===== src/core/hdo_consts.svh =====
//--------------------------------------------------------------------
// Purpose: offsets, field positions, codes and times of the output
//          conditioning block
// Assumes: 25 MHz core clock
// Notes:   times are given in ns; cycle counts are derived in the core
//--------------------------------------------------------------------
`ifndef HDO_CONSTS_SVH
`define HDO_CONSTS_SVH

// ------------------------------------------------------------
// signal path configuration word fields
// ------------------------------------------------------------
`define HDO_RANGE_EXT_BIT 9
`define HDO_FMT_HI        7
`define HDO_FMT_LO        5
`define HDO_FILT_HI       4
`define HDO_FILT_LO       3
`define HDO_RNG_HI        2
`define HDO_RNG_LO        1

// ------------------------------------------------------------
// output format codes
// ------------------------------------------------------------
`define HDO_FMT_ANALOG    3'h0
`define HDO_FMT_MUX_CONT  3'h1
`define HDO_FMT_MUX_TRIG  3'h3
`define HDO_FMT_BURN      3'h2
`define HDO_FMT_PWM       3'h6
`define HDO_FMT_PWM_INV   3'h7

// ------------------------------------------------------------
// range codes {extension, select} and filter codes
// ------------------------------------------------------------
`define HDO_RNG_15        3'h4
`define HDO_RNG_30        3'h0
`define HDO_RNG_60        3'h1
`define HDO_RNG_80        3'h2
`define HDO_RNG_100       3'h3
`define HDO_RNG_150       3'h7
`define HDO_FILT_80       2'h0
`define HDO_FILT_500      2'h2
`define HDO_FILT_1K       2'h3
`define HDO_FILT_2K       2'h1

// ------------------------------------------------------------
// arithmetic
// ------------------------------------------------------------
`define HDO_RESULT_MAX    14'h3fff
`define HDO_GAIN_FRAC     11
`define HDO_SAW_STEP      14'h0010
`define HDO_TC_GROUP_DEF  2'h1

// ------------------------------------------------------------
// timing in ns, and the pwm step count
// ------------------------------------------------------------
`define HDO_CLK_PERIOD_NS   32'h0000_0028
`define HDO_PWM_PERIOD_NS   32'h007a_1200
`define HDO_MUX_SLOT_NS     32'h000f_4240
`define HDO_TRIG_REFRESH_NS 32'h001e_8480
`define HDO_PWM_STEPS       32'h0000_0800

`endif


===== src/core/hdo_pkg.sv =====
//--------------------------------------------------------------------
// Purpose: types shared by the output conditioning block
// Assumes: nothing
// Notes:   configuration words arrive from nonvolatile storage
//--------------------------------------------------------------------
package hdo_pkg;

	typedef enum logic [2:0] {
		FMT_ANALOG,
		FMT_MUX_CONT,
		FMT_MUX_TRIG,
		FMT_BURN,
		FMT_PWM,
		FMT_PWM_INV
	} hdo_fmt_type;

	typedef enum logic [2:0] {
		RNG_15MT,
		RNG_30MT,
		RNG_60MT,
		RNG_80MT,
		RNG_100MT,
		RNG_150MT
	} hdo_range_type;

	typedef enum logic [1:0] {
		FILT_80HZ,
		FILT_500HZ,
		FILT_1KHZ,
		FILT_2KHZ
	} hdo_filter_type;

	typedef struct packed {
		logic        lock;
		logic [8:0]  clamp_high;
		logic [7:0]  clamp_low;
		logic [10:0] offset;
		logic [13:0] gain;
		logic [1:0]  tc_group;
		logic [2:0]  quadratic_temp_coeff;
		logic [4:0]  linear_temp_coeff;
		logic [9:0]  signal_path_config;
	} hdo_nvcfg_type;

	typedef struct packed {
		hdo_range_type  range;
		hdo_filter_type filter;
		logic [1:0]     temp_coeff_group;
		logic [4:0]     linear_temp_coeff;
		logic [2:0]     quadratic_temp_coeff;
	} hdo_conv_ctrl_type;

endpackage


===== src/core/hdo_core.sv =====
//--------------------------------------------------------------------
// Purpose: gain, offset and clamp of the filtered field value, and the
//          analog, multiplexed, burn-in and pulse-width output formats
// Assumes: filtered samples arrive on the core clock; load sense is a
//          pin and is synchronised here
// Notes:   configuration words are sampled every clock, except the lock, caught once after reset release
//--------------------------------------------------------------------
`include "hdo_consts.svh"

module hdo_core
	import hdo_pkg::*;
#(
	parameter bit          REDUCED          = 1'b0,
	parameter int unsigned PWM_PERIOD_CYC   =
		`HDO_PWM_PERIOD_NS / `HDO_CLK_PERIOD_NS,
	parameter int unsigned MUX_SLOT_CYC     =
		`HDO_MUX_SLOT_NS / `HDO_CLK_PERIOD_NS,
	parameter int unsigned TRIG_REFRESH_CYC =
		`HDO_TRIG_REFRESH_NS / `HDO_CLK_PERIOD_NS
) (
	// clock and reset
	input  wire logic              clk,
	input  wire logic              rst_n,
	// nonvolatile configuration
	input  wire hdo_nvcfg_type     nv_cfg,
	// filtered converter samples
	input  wire logic [13:0]       field_sample,
	input  wire logic              sample_valid,
	// output pin load sense
	input  wire logic              load_sense_in,
	// converter control
	output hdo_conv_ctrl_type      conv_ctrl_ff,
	// programming side
	output logic [13:0]            readout_ff,
	output logic                   prog_enable_ff,
	// output stage
	output logic [11:0]            dac_code_ff,
	output logic                   dac_en_ff,
	output logic                   pwm_out_ff,
	output logic                   pwm_oe_n_ff
);

	// ------------------------------------------------------------
	// derived counts
	// ------------------------------------------------------------
	localparam int unsigned TICK_RAW = PWM_PERIOD_CYC / `HDO_PWM_STEPS;
	localparam int unsigned TICK_CYC = (TICK_RAW < 1) ? 1 : TICK_RAW;
	localparam logic [31:0] TICK_LAST = 32'(TICK_CYC - 1);
	localparam logic [31:0] SLOT_LAST = 32'(MUX_SLOT_CYC - 1);
	localparam logic [31:0] REFR_LAST = 32'(TRIG_REFRESH_CYC - 1);

	// ------------------------------------------------------------
	// declarations
	// ------------------------------------------------------------
	hdo_fmt_type        fmt_ff;
	hdo_fmt_type        nxt_fmt;
	hdo_conv_ctrl_type  nxt_conv;
	logic               lock_active_ff;
	logic               lock_seen_ff;
	logic               load_sync1_ff;
	logic               load_sync2_ff;
	logic [13:0]        saw_ff;
	logic signed [27:0] prod_ff;
	logic               v1_ff;
	logic [13:0]        result_ff;
	logic signed [17:0] sum_w;
	logic signed [16:0] term_w;
	logic [13:0]        sat_w;
	logic [13:0]        clamp_lo_w;
	logic [13:0]        clamp_hi_w;
	logic [13:0]        nxt_result;
	logic [13:0]        rev_w;
	logic [31:0]        mux_tmr_ff;
	logic               mux_half_ff;
	logic [13:0]        mux_snap_ff;
	logic [31:0]        pwm_tick_ff;
	logic [10:0]        pwm_cnt_ff;
	logic [10:0]        duty_ff;
	logic [10:0]        nxt_duty;
	logic               period_start_w;
	logic               is_mux_w;
	logic               is_pwm_w;
	logic               mux_zero_w;

	// ------------------------------------------------------------
	// configuration decode
	// ------------------------------------------------------------
	always_comb begin
		case (nv_cfg.signal_path_config[`HDO_FMT_HI:`HDO_FMT_LO])
			`HDO_FMT_ANALOG:   nxt_fmt = FMT_ANALOG;
			`HDO_FMT_MUX_CONT: nxt_fmt = FMT_MUX_CONT;
			`HDO_FMT_MUX_TRIG: nxt_fmt = FMT_MUX_TRIG;
			`HDO_FMT_BURN:     nxt_fmt = FMT_BURN;
			`HDO_FMT_PWM:      nxt_fmt = FMT_PWM;
			`HDO_FMT_PWM_INV:  nxt_fmt = FMT_PWM_INV;
			default:           nxt_fmt = FMT_ANALOG;
		endcase
		if (REDUCED) begin
			nxt_fmt = FMT_ANALOG;
		end
	end

	always_comb begin
		nxt_conv = '0;
		case ({nv_cfg.signal_path_config[`HDO_RANGE_EXT_BIT],
			nv_cfg.signal_path_config[`HDO_RNG_HI:`HDO_RNG_LO]})
			`HDO_RNG_15:  nxt_conv.range = REDUCED ? RNG_30MT : RNG_15MT;
			`HDO_RNG_30:  nxt_conv.range = RNG_30MT;
			`HDO_RNG_60:  nxt_conv.range = RNG_60MT;
			`HDO_RNG_80:  nxt_conv.range = RNG_80MT;
			`HDO_RNG_100: nxt_conv.range = RNG_100MT;
			`HDO_RNG_150: nxt_conv.range = RNG_150MT;
			default:      nxt_conv.range = RNG_30MT;
		endcase
		case (nv_cfg.signal_path_config[`HDO_FILT_HI:`HDO_FILT_LO])
			`HDO_FILT_80:  nxt_conv.filter = FILT_80HZ;
			`HDO_FILT_500: nxt_conv.filter = FILT_500HZ;
			`HDO_FILT_1K:  nxt_conv.filter = FILT_1KHZ;
			`HDO_FILT_2K:  nxt_conv.filter = FILT_2KHZ;
			default:       nxt_conv.filter = FILT_80HZ;
		endcase
		nxt_conv.linear_temp_coeff    = nv_cfg.linear_temp_coeff;
		nxt_conv.quadratic_temp_coeff = nv_cfg.quadratic_temp_coeff;
		nxt_conv.temp_coeff_group     = nv_cfg.tc_group;
		// unavailable groups fall back to the default group
		if (nxt_conv.range == RNG_15MT && !nv_cfg.tc_group[0]) begin
			nxt_conv.temp_coeff_group = `HDO_TC_GROUP_DEF;
		end
	end

	always_ff @(posedge clk) begin
		if (!rst_n) begin
			fmt_ff       <= FMT_ANALOG;
			conv_ctrl_ff <= '0;
		end else begin
			fmt_ff       <= nxt_fmt;
			conv_ctrl_ff <= nxt_conv;
		end
	end

	// ------------------------------------------------------------
	// lock, caught once after reset release
	// ------------------------------------------------------------
	// a lock written during operation only bites after the next power-up
	always_ff @(posedge clk) begin
		if (!rst_n) begin
			lock_active_ff <= 1'b0;
			lock_seen_ff   <= 1'b0;
			prog_enable_ff <= 1'b0;
		end else begin
			if (!lock_seen_ff) begin
				lock_active_ff <= nv_cfg.lock;
				lock_seen_ff   <= 1'b1;
			end
			prog_enable_ff <= lock_seen_ff && !lock_active_ff;
		end
	end

	// ------------------------------------------------------------
	// load sense synchroniser
	// ------------------------------------------------------------
	always_ff @(posedge clk) begin
		if (!rst_n) begin
			load_sync1_ff <= 1'b0;
			load_sync2_ff <= 1'b0;
		end else begin
			load_sync1_ff <= load_sense_in;
			load_sync2_ff <= load_sync1_ff;
		end
	end

	// ------------------------------------------------------------
	// processing path
	// ------------------------------------------------------------
	always_ff @(posedge clk) begin
		if (!rst_n) begin
			saw_ff <= '0;
		end else if (sample_valid && fmt_ff == FMT_BURN) begin
			saw_ff <= saw_ff + `HDO_SAW_STEP;
		end
	end

	always_ff @(posedge clk) begin
		if (!rst_n) begin
			prod_ff <= '0;
			v1_ff   <= 1'b0;
		end else begin
			v1_ff <= sample_valid;
			if (sample_valid) begin
				// burn-in replaces the field, gain and clamps still apply
				prod_ff <= $signed(fmt_ff == FMT_BURN ? saw_ff
					: field_sample) * $signed(nv_cfg.gain);
			end
		end
	end

	// the field term spans at most one supply, so a negative offset
	// also lowers the top of the output range
	always_comb begin
		term_w = $signed(prod_ff[27:`HDO_GAIN_FRAC]);
		if (term_w > $signed({3'h0, `HDO_RESULT_MAX})) begin
			term_w = $signed({3'h0, `HDO_RESULT_MAX});
		end
	end

	// offset lsb is 16 result lsb, clamp lsb is 32 result lsb
	assign sum_w = 18'(term_w)
		+ 18'($signed({nv_cfg.offset, 4'h0}));
	assign clamp_lo_w = {1'b0, nv_cfg.clamp_low, 5'h00};
	assign clamp_hi_w = {nv_cfg.clamp_high, 5'h00};

	always_comb begin
		if (sum_w[17]) begin
			sat_w = '0;
		end else if (sum_w[16:14] != 3'h0) begin
			sat_w = `HDO_RESULT_MAX;
		end else begin
			sat_w = sum_w[13:0];
		end
		// upper clamp wins if the two limits cross
		nxt_result = sat_w;
		if (sat_w < clamp_lo_w) begin
			nxt_result = clamp_lo_w;
		end
		if (nxt_result > clamp_hi_w) begin
			nxt_result = clamp_hi_w;
		end
	end

	always_ff @(posedge clk) begin
		if (!rst_n) begin
			result_ff <= '0;
		end else if (v1_ff) begin
			result_ff <= nxt_result;
		end
	end

	// ------------------------------------------------------------
	// readout
	// ------------------------------------------------------------
	genvar gi;
	generate
		for (gi = 0; gi < 14; gi++) begin : g_rev
			assign rev_w[gi] = result_ff[13 - gi];
		end
	endgenerate

	always_ff @(posedge clk) begin
		if (!rst_n) begin
			readout_ff <= '0;
		end else if (fmt_ff == FMT_ANALOG && !lock_active_ff) begin
			readout_ff <= rev_w;
		end else begin
			readout_ff <= '0;
		end
	end

	// ------------------------------------------------------------
	// multiplexed halves
	// ------------------------------------------------------------
	assign is_mux_w   = (fmt_ff == FMT_MUX_CONT) || (fmt_ff == FMT_MUX_TRIG);
	assign mux_zero_w = (mux_tmr_ff == 32'h0000_0000);

	always_ff @(posedge clk) begin
		if (!rst_n) begin
			mux_tmr_ff  <= '0;
			mux_half_ff <= 1'b0;
			mux_snap_ff <= '0;
		end else if (!is_mux_w) begin
			// a full lower slot comes first when the continuous mux format is entered from a non-multiplexed format
			mux_tmr_ff  <= SLOT_LAST;
			mux_half_ff <= 1'b0;
			mux_snap_ff <= result_ff;
		end else if (fmt_ff == FMT_MUX_CONT) begin
			// snapshot at the lower half keeps both halves one sample
			if (mux_zero_w) begin
				mux_tmr_ff  <= SLOT_LAST;
				mux_half_ff <= !mux_half_ff;
				if (mux_half_ff) begin
					mux_snap_ff <= result_ff;
				end
			end else begin
				mux_tmr_ff <= mux_tmr_ff - 32'h0000_0001;
			end
		end else begin
			mux_half_ff <= load_sync2_ff;
			if (mux_zero_w) begin
				mux_tmr_ff  <= REFR_LAST;
				mux_snap_ff <= result_ff;
			end else begin
				mux_tmr_ff <= mux_tmr_ff - 32'h0000_0001;
			end
		end
	end

	// ------------------------------------------------------------
	// pulse-width generator
	// ------------------------------------------------------------
	assign is_pwm_w = (fmt_ff == FMT_PWM) || (fmt_ff == FMT_PWM_INV);
	assign period_start_w = (pwm_tick_ff == 32'h0000_0000)
		&& (pwm_cnt_ff == 11'h000);

	always_comb begin
		nxt_duty = duty_ff;
		if (period_start_w) begin
			nxt_duty = (fmt_ff == FMT_PWM_INV) ? ~result_ff[13:3]
				: result_ff[13:3];
		end
	end

	always_ff @(posedge clk) begin
		if (!rst_n) begin
			pwm_tick_ff <= '0;
			pwm_cnt_ff  <= '0;
		end else if (pwm_tick_ff == TICK_LAST) begin
			pwm_tick_ff <= '0;
			pwm_cnt_ff  <= pwm_cnt_ff + 11'h001;
		end else begin
			pwm_tick_ff <= pwm_tick_ff + 32'h0000_0001;
		end
	end

	always_ff @(posedge clk) begin
		if (!rst_n) begin
			duty_ff    <= '0;
			pwm_out_ff <= 1'b0;
		end else begin
			duty_ff    <= nxt_duty;
			pwm_out_ff <= is_pwm_w && (pwm_cnt_ff < nxt_duty);
		end
	end

	// ------------------------------------------------------------
	// output stage
	// ------------------------------------------------------------
	always_ff @(posedge clk) begin
		if (!rst_n) begin
			dac_code_ff <= '0;
			dac_en_ff   <= 1'b0;
			pwm_oe_n_ff <= 1'b1;
		end else begin
			dac_en_ff   <= !is_pwm_w;
			pwm_oe_n_ff <= !is_pwm_w;
			if (is_mux_w) begin
				// 128 steps per half, 39 mV each
				dac_code_ff <= {mux_half_ff ? mux_snap_ff[13:7]
					: mux_snap_ff[6:0], 5'h00};
			end else if (is_pwm_w) begin
				dac_code_ff <= '0;
			end else begin
				dac_code_ff <= result_ff[13:2];
			end
		end
	end

	// ------------------------------------------------------------
	// checks
	// ------------------------------------------------------------
	clamp_window_a: assert property (@(posedge clk) disable iff (!rst_n)
		v1_ff && clamp_lo_w <= clamp_hi_w && $stable(nv_cfg) |=>
		result_ff >= $past(clamp_lo_w) && result_ff <= $past(clamp_hi_w))
		else $error("result outside clamp window");
	readout_zero_a: assert property (@(posedge clk) disable iff (!rst_n)
		fmt_ff != FMT_ANALOG |=> readout_ff == 14'h0000)
		else $error("readout not zero outside analog format");
	readout_rev_a: assert property (@(posedge clk) disable iff (!rst_n)
		fmt_ff == FMT_ANALOG && !lock_active_ff |=>
		readout_ff[0] == $past(result_ff[13])
		&& readout_ff[13] == $past(result_ff[0]))
		else $error("readout not bit reversed");
	duty_hold_a: assert property (@(posedge clk) disable iff (!rst_n)
		!period_start_w |=> duty_ff == $past(duty_ff))
		else $error("duty changed inside a period");
	duty_invert_a: assert property (@(posedge clk) disable iff (!rst_n)
		period_start_w && fmt_ff == FMT_PWM_INV |=>
		duty_ff == ~$past(result_ff[13:3]))
		else $error("inverted duty not complemented");
	mux_lower_a: assert property (@(posedge clk) disable iff (!rst_n)
		is_mux_w && !mux_half_ff |=>
		dac_code_ff == {$past(mux_snap_ff[6:0]), 5'h00})
		else $error("lower half not on output");
	trig_select_a: assert property (@(posedge clk) disable iff (!rst_n)
		fmt_ff == FMT_MUX_TRIG ##1 fmt_ff == FMT_MUX_TRIG |->
		mux_half_ff == $past(load_sync2_ff))
		else $error("half does not follow load");
	cont_alternate_a: assert property (@(posedge clk) disable iff (!rst_n)
		fmt_ff == FMT_MUX_CONT && mux_zero_w ##1 fmt_ff == FMT_MUX_CONT
		|-> mux_half_ff != $past(mux_half_ff))
		else $error("continuous mux did not alternate");
	pwm_quiet_a: assert property (@(posedge clk) disable iff (!rst_n)
		!is_pwm_w |=> !pwm_out_ff && pwm_oe_n_ff)
		else $error("pwm active outside pwm format");
	lock_stable_a: assert property (@(posedge clk) disable iff (!rst_n)
		lock_seen_ff |=> $stable(lock_active_ff))
		else $error("lock changed after capture");

endmodule


===== config.mk =====
export PLATFORM = sky130hd
export DESIGN_NAME = hdo_core
export DESIGN_NICKNAME = d
export VERILOG_FILES = /design/src/core/hdo_pkg.sv /design/src/core/hdo_core.sv
export VERILOG_INCLUDE_DIRS = /design/src /design/src/core
export SDC_FILE = /design/constraint.sdc
export NUM_CORES = 1
export LEC_CHECK = 0
export BUFFER_PORTS_ARGS = -buffer_cell sky130_fd_sc_hd__buf_2
export CORE_MARGIN = 2
export CORE_UTILIZATION = 50
export DETAILED_ROUTE_END_ITERATION = 6
export PLACE_DENSITY = 0.68
export SLEW_MARGIN = 20
export SYNTH_ARGS = -nofsm -noshare
export SYNTH_HDL_FRONTEND = slang
export SYNTH_SLANG_ARGS = --single-unit

===== constraint.sdc =====
create_clock -name clk -period 7.95 [get_ports clk]
set_clock_uncertainty 0.1 [all_clocks]
set_input_delay 0.3975 -clock clk [delete_from_list [all_inputs] [get_ports clk]]
set_output_delay 0.3975 -clock clk [all_outputs]
set_load 0.02 [all_outputs]

==> results.tsv, run 1 <==
stage	metric	value	unit
grt	global-route wire length before repair	62360	um
grt	pin count of the biggest net entering global routing	73	
logic_synthesis	number of synthesis warnings	0	
route	Via Count	12674	
setup_path	worst setup slack for register-to-register paths	460	ps
grt	number of global-route vias before repair	12702	
timing	setup repair after global routing missed its margin	false	
logic_synthesis	fraction of registers with async set or reset after synthesis	0	%
timing	worst hold margin	27.16	ps
finish	filler cell count	2925	
clocking	level count of the clock H-tree	4	
route	Post-route DRC	0	
clocking	CTS buffer count	17	
placement	estimated wirelength of the detail-placed design	28790	um
job	max capacitance violation total	0	
timing	share of the clock period used by the worst path after layout	94.19	%
floorplan	die outline height	186.2	um
route	drt first-iter violations	581	
logic_synthesis	net count of the mapped netlist	2226	
setup_path	stage delay of the slowest cell on the critical path	440	ps
setup_path	critical path data arrival time	7760	ps
floorplan	overall die width	186.2	um
pwr	Pwr per Cell Area	427.6	nW/um^2
route	Detail Route Antenna Nets	0	
logic_synthesis	Cells after Synth	1837	
setup_path	data required time of the critical path	8220	ps
logic_synthesis	number of flops mapped to enable cells by yosys	0	
logic_synthesis	total standard cell area after synthesis	16610	um^2
finish	final core utilization	56.41	%
logic_synthesis	Synth Area per Inst	9.040	um^2
logic_synthesis	Yosys reg bits	195	
route	detailed-routing iteration count for the pre-antenna-repair pass	5	
setup_path	Max Fanout on Critical Path	11	
timing	final hold violation count	0	
logic_synthesis	Synth area leaders	sky130_fd_sc_hd__dfxtp_1 (24%), sky130_fd_sc_hd__fa_1 (24%), sky130_fd_sc_hd__ha_1 (8.5%)	
timing	final max-slew violation count	0	
placement	Cell Count Post-Placement	2344	
placement	number of I/O port buffers	123	
clocking	CTS max path bufs	2	
min_path	min-delay worst type	in -> reg	
grt	overflow left after global routing	0	
grt	global-route usage over all layers	22.52	%
floorplan	total core area	32620	um^2
timing	f_max	133.5	MHz
route	via density per instance	5.321	
logic_synthesis	Cell variety after synth	72	
setup_path	slowest cell on the critical path	sky130_fd_sc_hd__or3b_1	
setup_path	endpoint kind of the worst setup timing path	flop	
finish	post-route non-filler standard cell count	2382	
setup_path	Top cell by count, worst path	sky130_fd_sc_hd__ha_1	
timing	total setup violations reported at the end of the flow	0	
logic_synthesis	cell types with the highest counts after synthesis	sky130_fd_sc_hd__nand2_1 (214), sky130_fd_sc_hd__inv_1 (210), sky130_fd_sc_hd__dfxtp_1 (195), sky130_fd_sc_hd__fa_1 (195), sky130_fd_sc_hd__ha_1 (113)	
pwr	highest ir drop seen on vdd	0.4852	mV
route	Routed WL per cell	15.66	um
clocking	clock tree root buffer cell	sky130_fd_sc_hd__clkbuf_16	
floorplan	boundary pin count	126	
pwr	leakage power total	8.558	nW
run_status	run status	finished, final reports clean	
clocking	CTS clk-pin slew, worst paths	80	ps
logic_synthesis	biggest area consumer among synthesized cells	sky130_fd_sc_hd__dfxtp_1	
logic_synthesis	fraction of post-synthesis cell area in the top cell type by area	23.51	%
clocking	latest clock arrival within the worst-skew pair	470	ps
setup_path	Worst Setup Path Type	reg -> reg	
route	total detailed-routing wirelength	37310	um
finish	area growth from synthesis to final layout	10.80	%
timing	transition at the pin with the smallest max-transition slack	954.1	ps
setup_path	kind of start point of the critical path	flop	
timing	Slew HR	36.39	%
finish	Post-layout nets	2316	
placement	last weighted congestion value of the routability-driven placer	0.8697	
logic_synthesis	part of the Yosys area used for sequential elements	23.51	%
logic_synthesis	top flip-flop cell by instance count after synthesis	sky130_fd_sc_hd__dfxtp_1	
clocking	number of sinks handled by clock tree synthesis	195	
floorplan	Cell Rows	66	
floorplan	starting density of the core	50.91	%
clocking	CTS hold repair buffers	0	
finish	Antenna Diode Count	0	
grt	initial antenna violation count	2	
timing	Period minus WS final	7488	ps
floorplan	die area	34690	um^2
finish	share of post-route cells with drive strength above 1	11.86	%
clocking	clock tree from TritonCTS	done	
logic_synthesis	top-count cell post-synth	sky130_fd_sc_hd__nand2_1	
==> per-stage QoR <==
step                      worst slack, ps  area (um^2)  total power, mW  TNS [ps]
after CTS                           33.10        18260            7.845         0
final                               462.0        18400            7.868         0
after floorplan                     797.8        16610            5.636         0
after detailed placement           -64.62        17600            6.866    -77.96
after global routing                17.14        18400            8.765         0
after global placement              77.80        17600            6.763         0
==> layout make-up <==
class / instances / area [um^2] / area share (%)
Multi-Input combinational cell: 1361 / 11730 / 63.73
Clock inverter: 15 / 221.5 / 1.204
Sequential cell: 195 / 3904 / 21.22
Inverter: 211 / 792.0 / 4.304
Tap cell: 442 / 553.0 / 3.006
Timing Repair Buffer: 141 / 778.2 / 4.230
Clock buffer: 17 / 425.4 / 2.312
==> final timing paths <==
check,cells past startpoint,endpoint,start
worst min register to register,2,prog_enable_ff,lock_seen_ff
worst min-delay path,2,conv_ctrl_ff[13],nv_cfg[9]
worst max register to register,32,result_ff[0],prod_ff[14]
worst max-delay path,32,result_ff[0],prod_ff[14]
==> what timing repair did <==
| item | in CTS | in global routing |
|---|---|---|
| setup buffers | 0 | 6 |
| setup endpoints to repair | 12 | 14 |
| pin swaps | 0 | 1 |
| gates resized for setup | 2 | 16 |
==> registers in the layout, indices dropped and copies added, names as in the netlist, 3 cells and up <==
register	cells
dac_code_ff	12
prod_ff	17
saw_ff	10
fmt_ff	3
duty_ff	11
pwm_cnt_ff	11
mux_snap_ff	14
result_ff	14
mux_tmr_ff	32
conv_ctrl_ff	15
readout_ff	14
pwm_tick_ff	32
==> worst max-delay path, delay by kind of cell (launching register included) <==
kind / cells / cell delay (ps)
AOI/OAI and AO/OA: 16 / 3090
adders and majority gates: 4 / 1130
buffers and inverters: 2 / 400
DFF: 1 / 340
muxes: 1 / 370
and+or+nand+nor: 9 / 1990
==> layout by cell type, fill, tap and decap left out, types with 42 or more instances in the layout <==
cell type	instances
sky130_fd_sc_hd__a21oi_1	43
sky130_fd_sc_hd__and2_1	103
sky130_fd_sc_hd__and3_1	52
sky130_fd_sc_hd__buf_2	122
sky130_fd_sc_hd__dfxtp_1	195
sky130_fd_sc_hd__fa_1	195
sky130_fd_sc_hd__ha_1	113
sky130_fd_sc_hd__inv_1	210
sky130_fd_sc_hd__nand2_1	214
sky130_fd_sc_hd__nor2_1	103
sky130_fd_sc_hd__nor2b_1	42
sky130_fd_sc_hd__o21ai_0	55
sky130_fd_sc_hd__xnor2_1	52
sky130_fd_sc_hd__xor2_1	59
==> where the power goes <==
group | switching [mW] | internal [mW]
logic | 3.11 | 2.63
clock network | 0.482 | 0.443
registers | 0.0945 | 1.10
==> cell families after synthesis <==
logic type	count (synthesis)	synth area share, %
simple gates	695	21.66
fa+ha+maj	308	32.02
buf+inv	281	6.480
compound gates	217	8.590
flops	195	23.51
xor+xnor	111	5.854
mux	30	1.884
==> layer usage <==
metal | GRT usage (%) | wire (um)
met2 | 38.16 | 18040
met1 | 29.57 | 16560
met5 | 0 | 58
met4 | 7.402 | 888
met3 | 3.466 | 1762
Note: power is estimated with default switching activity, not from simulation.
==> inputs of run 2 (changes only) <==
Settings changed: CORE_ASPECT_RATIO set to 0.7, CORE_MARGIN 2 to 3.
==> results.tsv, run 2 (same netlist as run 1, synthesis figures left out) <==
stage	metric	value	unit	change
run_status	run status	finished, final reports clean		
finish	share of post-route cells with drive strength above 1	11.61	%	-0.25 points
pwr	Pwr per Cell Area	433.7	nW/um^2	+1.4%
pwr	clock power share	11.2	%	-0.6 points
timing	total setup violations reported at the end of the flow	0		unchanged
clocking	level count of the clock H-tree	4		unchanged
setup_path	Worst Setup Path Type	reg -> reg		
setup_path	worst setup slack for register-to-register paths	500	ps	+40 ps
setup_path	source of the worst register-to-register timing path	prod_ff[20]		
placement	area post-placement	17590	um^2	about the same
setup_path	data required time of the critical path	8220	ps	about the same
floorplan	overall die width	223.8	um	+20%
setup_path	Max Fanout on Critical Path	11		unchanged
route	detailed-routing iteration count for the pre-antenna-repair pass	5		unchanged
placement	last weighted congestion value of the routability-driven placer	0.8351		-4.0%
route	Via Count	12727		+0.42%
timing	transition at the pin with the smallest max-transition slack	783.7	ps	-170.5 ps
route	drt first-iter violations	790		+36%
timing	Period minus WS final	7453	ps	-35.13 ps
min_path	min-delay worst type	in -> reg		
job	max capacitance violation total	0		unchanged
grt	global-route wire length before repair	63870	um	+2.4%
clocking	CTS buffer count	17		unchanged
floorplan	boundary pin count	126		unchanged
route	via density per instance	5.381		+1.1%
grt	pin count of the biggest net entering global routing	84		+15%
pwr	Switching Power	3.785	mW	+2.6%
finish	area of all placed cells without fillers	18280	um^2	-0.63%
clocking	clock tree from TritonCTS	done		
floorplan	die area	35470	um^2	+2.3%
finish	Top Registers	mux_tmr_ff x32, pwm_tick_ff x32, prod_ff x17		
clocking	clock tree root buffer cell	sky130_fd_sc_hd__clkbuf_16		
finish	area growth from synthesis to final layout	10.10	%	
timing	final max-slew violation count	0		unchanged
floorplan	total core area	32550	um^2	-0.21%
placement	number of I/O port buffers	123		unchanged
floorplan	Cell Rows	55		-17%
pwr	sequential group share of total power	15.2	%	about the same
floorplan	starting density of the core	51.02	%	+0.11 points
route	Post-route DRC	0		unchanged
setup_path	kind of start point of the critical path	flop		
finish	Post-layout nets	2314		-0.086%
placement	setup slack at placement	22.19	ps	+86.81 ps
route	Detail Route Antenna Nets	0		unchanged
clocking	number of sinks handled by clock tree synthesis	195		unchanged
timing	worst hold margin	28.75	ps	+1.588 ps
clocking	CTS clk-pin slew, worst paths	80	ps	about the same
setup_path	stage delay of the slowest cell on the critical path	430	ps	about the same
pwr	internal power component	4.146	mW	-0.77%
route	total detailed-routing wirelength	37780	um	+1.2%
grt	number of global-route vias before repair	12622		-0.63%
timing	f_max	134.2	MHz	+0.47%
setup_path	slowest cell on the critical path	sky130_fd_sc_hd__or3b_1		
timing	final hold violation count	0		unchanged
setup_path	endpoint kind of the worst setup timing path	flop		
placement	estimated wirelength of the detail-placed design	30170	um	+4.8%
finish	final core utilization	56.17	%	-0.24 points
grt	initial antenna violation count	0		-2
setup_path	worst reg-to-reg path cell count	31		-3.1%
timing	Slew HR	47.76	%	+11 points
pwr	Switching Share	47.72	%	+0.83 points
pwr	highest ir drop seen on vdd	0.6210	mV	+28%
route	Routed WL per cell	15.97	um	+2.0%
clocking	CTS max path bufs	2		unchanged
grt	global-route usage over all layers	22.22	%	-0.29 points
setup_path	endpoint of the most critical register-to-register path	result_ff[0]		
timing	post-route setup slack	497.1	ps	+35.13 ps
finish	commonest non-fill, non-tap cell in the layout	sky130_fd_sc_hd__nand2_1		
min_path	depth of the worst hold-timing path	2		unchanged
finish	Antenna Diode Count	0		unchanged
clocking	latest clock arrival within the worst-skew pair	450	ps	-20 ps
setup_path	Top cell by count, worst path	sky130_fd_sc_hd__ha_1		
grt	overflow left after global routing	0		unchanged
min_path	worst min-delay path startpoint	nv_cfg[9]		
pwr	combinational power share	73.6	%	+0.6 points
floorplan	die outline height	158.5	um	-15%
finish	most frequent cells in the layout	sky130_fd_sc_hd__nand2_1 (214), sky130_fd_sc_hd__inv_1 (210), sky130_fd_sc_hd__fa_1 (195), sky130_fd_sc_hd__dfxtp_1 (195), sky130_fd_sc_hd__buf_2 (122)		
pwr	leakage power total	8.503	nW	-0.65%
clocking	CTS hold repair buffers	0		unchanged
timing	share of the clock period used by the worst path after layout	93.75	%	-0.44 points
setup_path	critical path data arrival time	7720	ps	-40 ps
min_path	Hold Path Sink	conv_ctrl_ff[13]		
## run 2: changes by cell type in the layout (fill, tap and decap cells not counted), moves of 2 or more
cell                         previous run  this run
sky130_fd_sc_hd__buf_12                 2         0
sky130_fd_sc_hd__clkinv_8               7         5
sky130_fd_sc_hd__clkinvlp_4             0         2
sky130_fd_sc_hd__inv_12                 4         1
sky130_fd_sc_hd__inv_6                  1         4
sky130_fd_sc_hd__nor2b_1               42        44
## run 2: repair_timing
action / in CTS / in global routing
buffers inserted: 0 / 1
gates resized for setup: 0 / 13
endpoints found under the setup margin: 0 / 14
## run 2: power by group through the flow
stage | Combinational, mW | Sequential (mW) | Clock [mW]
2_1_floorplan | 4.43 | 1.21 | 0
3_3_place_gp | 5.58 | 1.22 | 0
3_5_place_dp | 5.74 | 1.22 | 0
4_1_cts | 5.80 | 1.20 | 0.912
5_1_grt | 6.67 | 1.22 | 0.949
6_report | 5.84 | 1.20 | 0.888
## run 2: worst max path at each step
| stage | from | end | slack (ps) | depth (start not counted) |
|---|---|---|---|---|
| after floorplan | prod_ff[14] | result_ff[10] | 800 | 34 |
| after global placement | prod_ff[12] | result_ff[1] | 200 | 32 |
| after detailed placement | prod_ff[12] | result_ff[3] | 20 | 31 |
| after CTS | prod_ff[12] | result_ff[0] | 0.5 | 31 |
| after global routing | prod_ff[23] | result_ff[1] | -70 | 31 |
| final | prod_ff[20] | result_ff[0] | 500 | 31 |
## run 2: routing by layer
metal / vias to the layer above / wire length, um / global-route usage [%]
met5: - / 0 / 0
li1: 6168 / - / -
met3: 38 / 1974 / 3.483
met2: 297 / 16250 / 33.95
met4: 0 / 552 / 4.656
met1: 6224 / 19000 / 33.51
## run 2: layout make-up
type / instances / area, um^2
tap: 427 / 534.3
inverter: 211 / 792.0
clock inverter: 15 / 181.4
fill: 2949 / 14270
multi-input combinational: 1361 / 11710
sequential: 195 / 3904
timing repair buffer: 139 / 738.2
clock buffer: 17 / 425.4
## run 2: per-stage QoR
step	cells	power [mW]	setup TNS, ps
CTS	2364	7.917	0
global route	2365	8.832	-442.9
global placement	2332	6.802	0
detailed placement	2332	6.964	0
floorplan	1837	5.636	0
finish	2365	7.930	0
## run 2: worst max-delay path: cells and delay by family (launching register included)
kind	cells	cell delay, ps
DFF	1	380
buffers and inverters	2	380
muxes	1	260
and+or+nand+nor	8	1950
adders and majority gates	4	1100
AOI/OAI and AO/OA	16	3190
==> inputs of run 3 (changes only) <==
Settings changed: CELL_PAD_IN_SITES_DETAIL_PLACEMENT set to 1, CELL_PAD_IN_SITES_GLOBAL_PLACEMENT set to 1, CORE_UTILIZATION 50 to 48, PLACE_DENSITY 0.68 to unset, PLACE_DENSITY_LB_ADDON set to 0.1, SKIP_CTS_REPAIR_TIMING set to 1.
==> results.tsv, run 3 (same netlist as run 1, synthesis figures left out) <==
stage	metric	value	unit	change
finish	final core utilization	54.92	%	-1.3 points
clocking	CTS max path bufs	2		unchanged
pwr	Switching Power	4.063	mW	+7.4%
floorplan	starting density of the core	49.17	%	-1.8 points
finish	filler cell count	3983		+35%
pwr	Pwr per Cell Area	453.1	nW/um^2	+4.5%
clocking	level count of the clock H-tree	4		unchanged
grt	global-route wire length before repair	72980	um	+14%
pwr	internal power component	4.340	mW	+4.7%
finish	commonest non-fill, non-tap cell in the layout	sky130_fd_sc_hd__nand2_1		
placement	last weighted congestion value of the routability-driven placer	0.8393		+0.50%
pwr	Switching Share	48.36	%	+0.63 points
timing	share of the clock period used by the worst path after layout	96.59	%	+2.8 points
job	max capacitance violation total	0		unchanged
setup_path	kind of start point of the critical path	flop		
finish	share of post-route cells with drive strength above 1	12.50	%	+0.89 points
clocking	clock tree root buffer cell	sky130_fd_sc_hd__clkbuf_16		
finish	most frequent cells in the layout	sky130_fd_sc_hd__nand2_1 (214), sky130_fd_sc_hd__inv_1 (210), sky130_fd_sc_hd__fa_1 (195), sky130_fd_sc_hd__dfxtp_1 (195), sky130_fd_sc_hd__buf_2 (122)		
floorplan	total core area	33770	um^2	+3.8%
setup_path	Max Fanout on Critical Path	10		-1
timing	transition at the pin with the smallest max-transition slack	753.3	ps	-30.36 ps
clocking	number of sinks handled by clock tree synthesis	195		unchanged
route	Via Count	13037		+2.4%
route	drt first-iter violations	739		-6.5%
floorplan	boundary pin count	126		unchanged
placement	number of I/O port buffers	123		unchanged
route	total detailed-routing wirelength	44330	um	+17%
timing	final max-slew violation count	0		unchanged
placement	estimated wirelength of the detail-placed design	35820	um	+19%
finish	area growth from synthesis to final layout	11.69	%	
finish	Antenna Diode Count	0		unchanged
route	detailed-routing iteration count for the pre-antenna-repair pass	5		unchanged
floorplan	die area	36900	um^2	+4.0%
grt	GRT Max-Usage Layer	met2		
pwr	clock power share	10.9	%	-0.3 points
grt	pin count of the biggest net entering global routing	73		-13%
timing	Period minus WS final	7679	ps	+226.2 ps
setup_path	slowest cell on the critical path	sky130_fd_sc_hd__or3b_4		
setup_path	Top cell by count, worst path	sky130_fd_sc_hd__a21o_1		
finish	Post-layout nets	2320		+0.26%
timing	Slew HR	49.62	%	+1.9 points
timing	total setup violations reported at the end of the flow	0		unchanged
clocking	CTS clk-pin slew, worst paths	80	ps	about the same
setup_path	data required time of the critical path	8230	ps	about the same
run_status	run status	finished, final reports clean		
grt	overflow left after global routing	0		unchanged
grt	global-route usage over all layers	24.42	%	+2.2 points
grt	GR Util met3	3.561	%	+0.078 points
route	Detail Route Antenna Nets	0		unchanged
route	Post-route DRC	0		unchanged
finish	Top Registers	mux_tmr_ff x32, pwm_tick_ff x32, prod_ff x17		
setup_path	Worst Setup Path Type	reg -> reg		
timing	f_max	130.2	MHz	-2.9%
clocking	latest clock arrival within the worst-skew pair	450	ps	about the same
pwr	combinational power share	74.5	%	+0.9 points
grt	number of global-route vias before repair	13974		+11%
grt	initial antenna violation count	0		unchanged
grt	routing usage on met2	38.75	%	+4.8 points
floorplan	Cell Rows	56		+1.8%
pwr	sequential group share of total power	14.6	%	-0.6 points
setup_path	stage delay of the slowest cell on the critical path	470	ps	+40 ps
clocking	CTS buffer count	17		unchanged
timing	Setup TNS Final	0	ps	unchanged
grt	met1 Use GR	36.12	%	+2.6 points
floorplan	overall die width	228.3	um	+2.0%
floorplan	die outline height	161.6	um	+2.0%
setup_path	endpoint kind of the worst setup timing path	flop		
setup_path	top cell family by delay on the critical path	compound AO/OA/AOI/OAI gates		
pwr	highest ir drop seen on vdd	0.5394	mV	-13%
setup_path	critical path data arrival time	7950	ps	+230 ps
setup_path	crit path buf inv count	3		+1
min_path	min-delay worst type	in -> reg		
route	Routed WL per cell	18.41	um	+15%
pwr	leakage power total	8.570	nW	+0.79%
route	via density per instance	5.414		+0.61%
timing	final hold violation count	0		unchanged
clocking	clock tree from TritonCTS	done		
run 3: worst register-to-register path, delay by kind of cell (launching register included):
kind | cells | cell delay, ps
AO/OA/AOI/OAI | 18 | 3600
adder cells (fa/ha/maj) | 4 | 1040
buffers and inverters | 3 | 580
flip-flops | 1 | 340
AND/OR/NAND/NOR | 8 | 1970
run 3: stage by stage:
| step | cell area (um^2) | std cells | power, mW | setup slack, ps | hold slack (ps) |
|---|---|---|---|---|---|
| 3_3_place_gp | 17680 | 2373 | 6.986 | 75.13 | 334.8 |
| 4_1_cts | 18300 | 2405 | 8.222 | -350.4 | 14.12 |
| 2_1_floorplan | 16610 | 1837 | 5.636 | 797.8 | 303.7 |
| 5_1_grt | 18550 | 2408 | 9.300 | -173.0 | 33.60 |
| 6_report | 18550 | 2408 | 8.403 | 270.9 | 32.29 |
| 3_5_place_dp | 17680 | 2373 | 7.252 | -298.3 | 347.8 |
run 3: path summary, 6_finish.rpt:
kind                  start          endpoint  slack (ps)  cells past startpoint
max             prod_ff[11]      result_ff[1]         270                     33
min               nv_cfg[9]  conv_ctrl_ff[13]          30                      2
max reg2reg     prod_ff[11]      result_ff[1]         270                     33
min reg2reg  mux_snap_ff[3]    mux_snap_ff[3]         360                      2
run 3: power groups by stage:
stage          combinational [mW]  sequential, mW  clock [mW]
2_1_floorplan                4.43            1.21           0
4_1_cts                      6.07            1.22       0.926
3_5_place_dp                 6.01            1.24           0
5_1_grt                      7.09            1.24       0.972
6_report                     6.26            1.23       0.913
3_3_place_gp                 5.75            1.24           0
run 3: cell type report:
type,instances,area (um^2),share of cell area (%)
Clock inverter,14,186.4,1.005
Multi-Input combinational cell,1361,11840,63.85
Clock buffer,18,429.2,2.314
Tap cell,464,580.6,3.130
Timing Repair Buffer,145,812.0,4.378
Inverter,211,792.0,4.270
Sequential cell,195,3904,21.05
run 3: per-layer routing:
| layer | vias to the layer above | share of wire (%) |
|---|---|---|
| li1 | 6152 | - |
| met1 | 6670 | 51 |
| met2 | 184 | 45 |
| met3 | 31 | 3.1 |
| met4 | 0 | 1.0 |
| met5 | - | 0 |
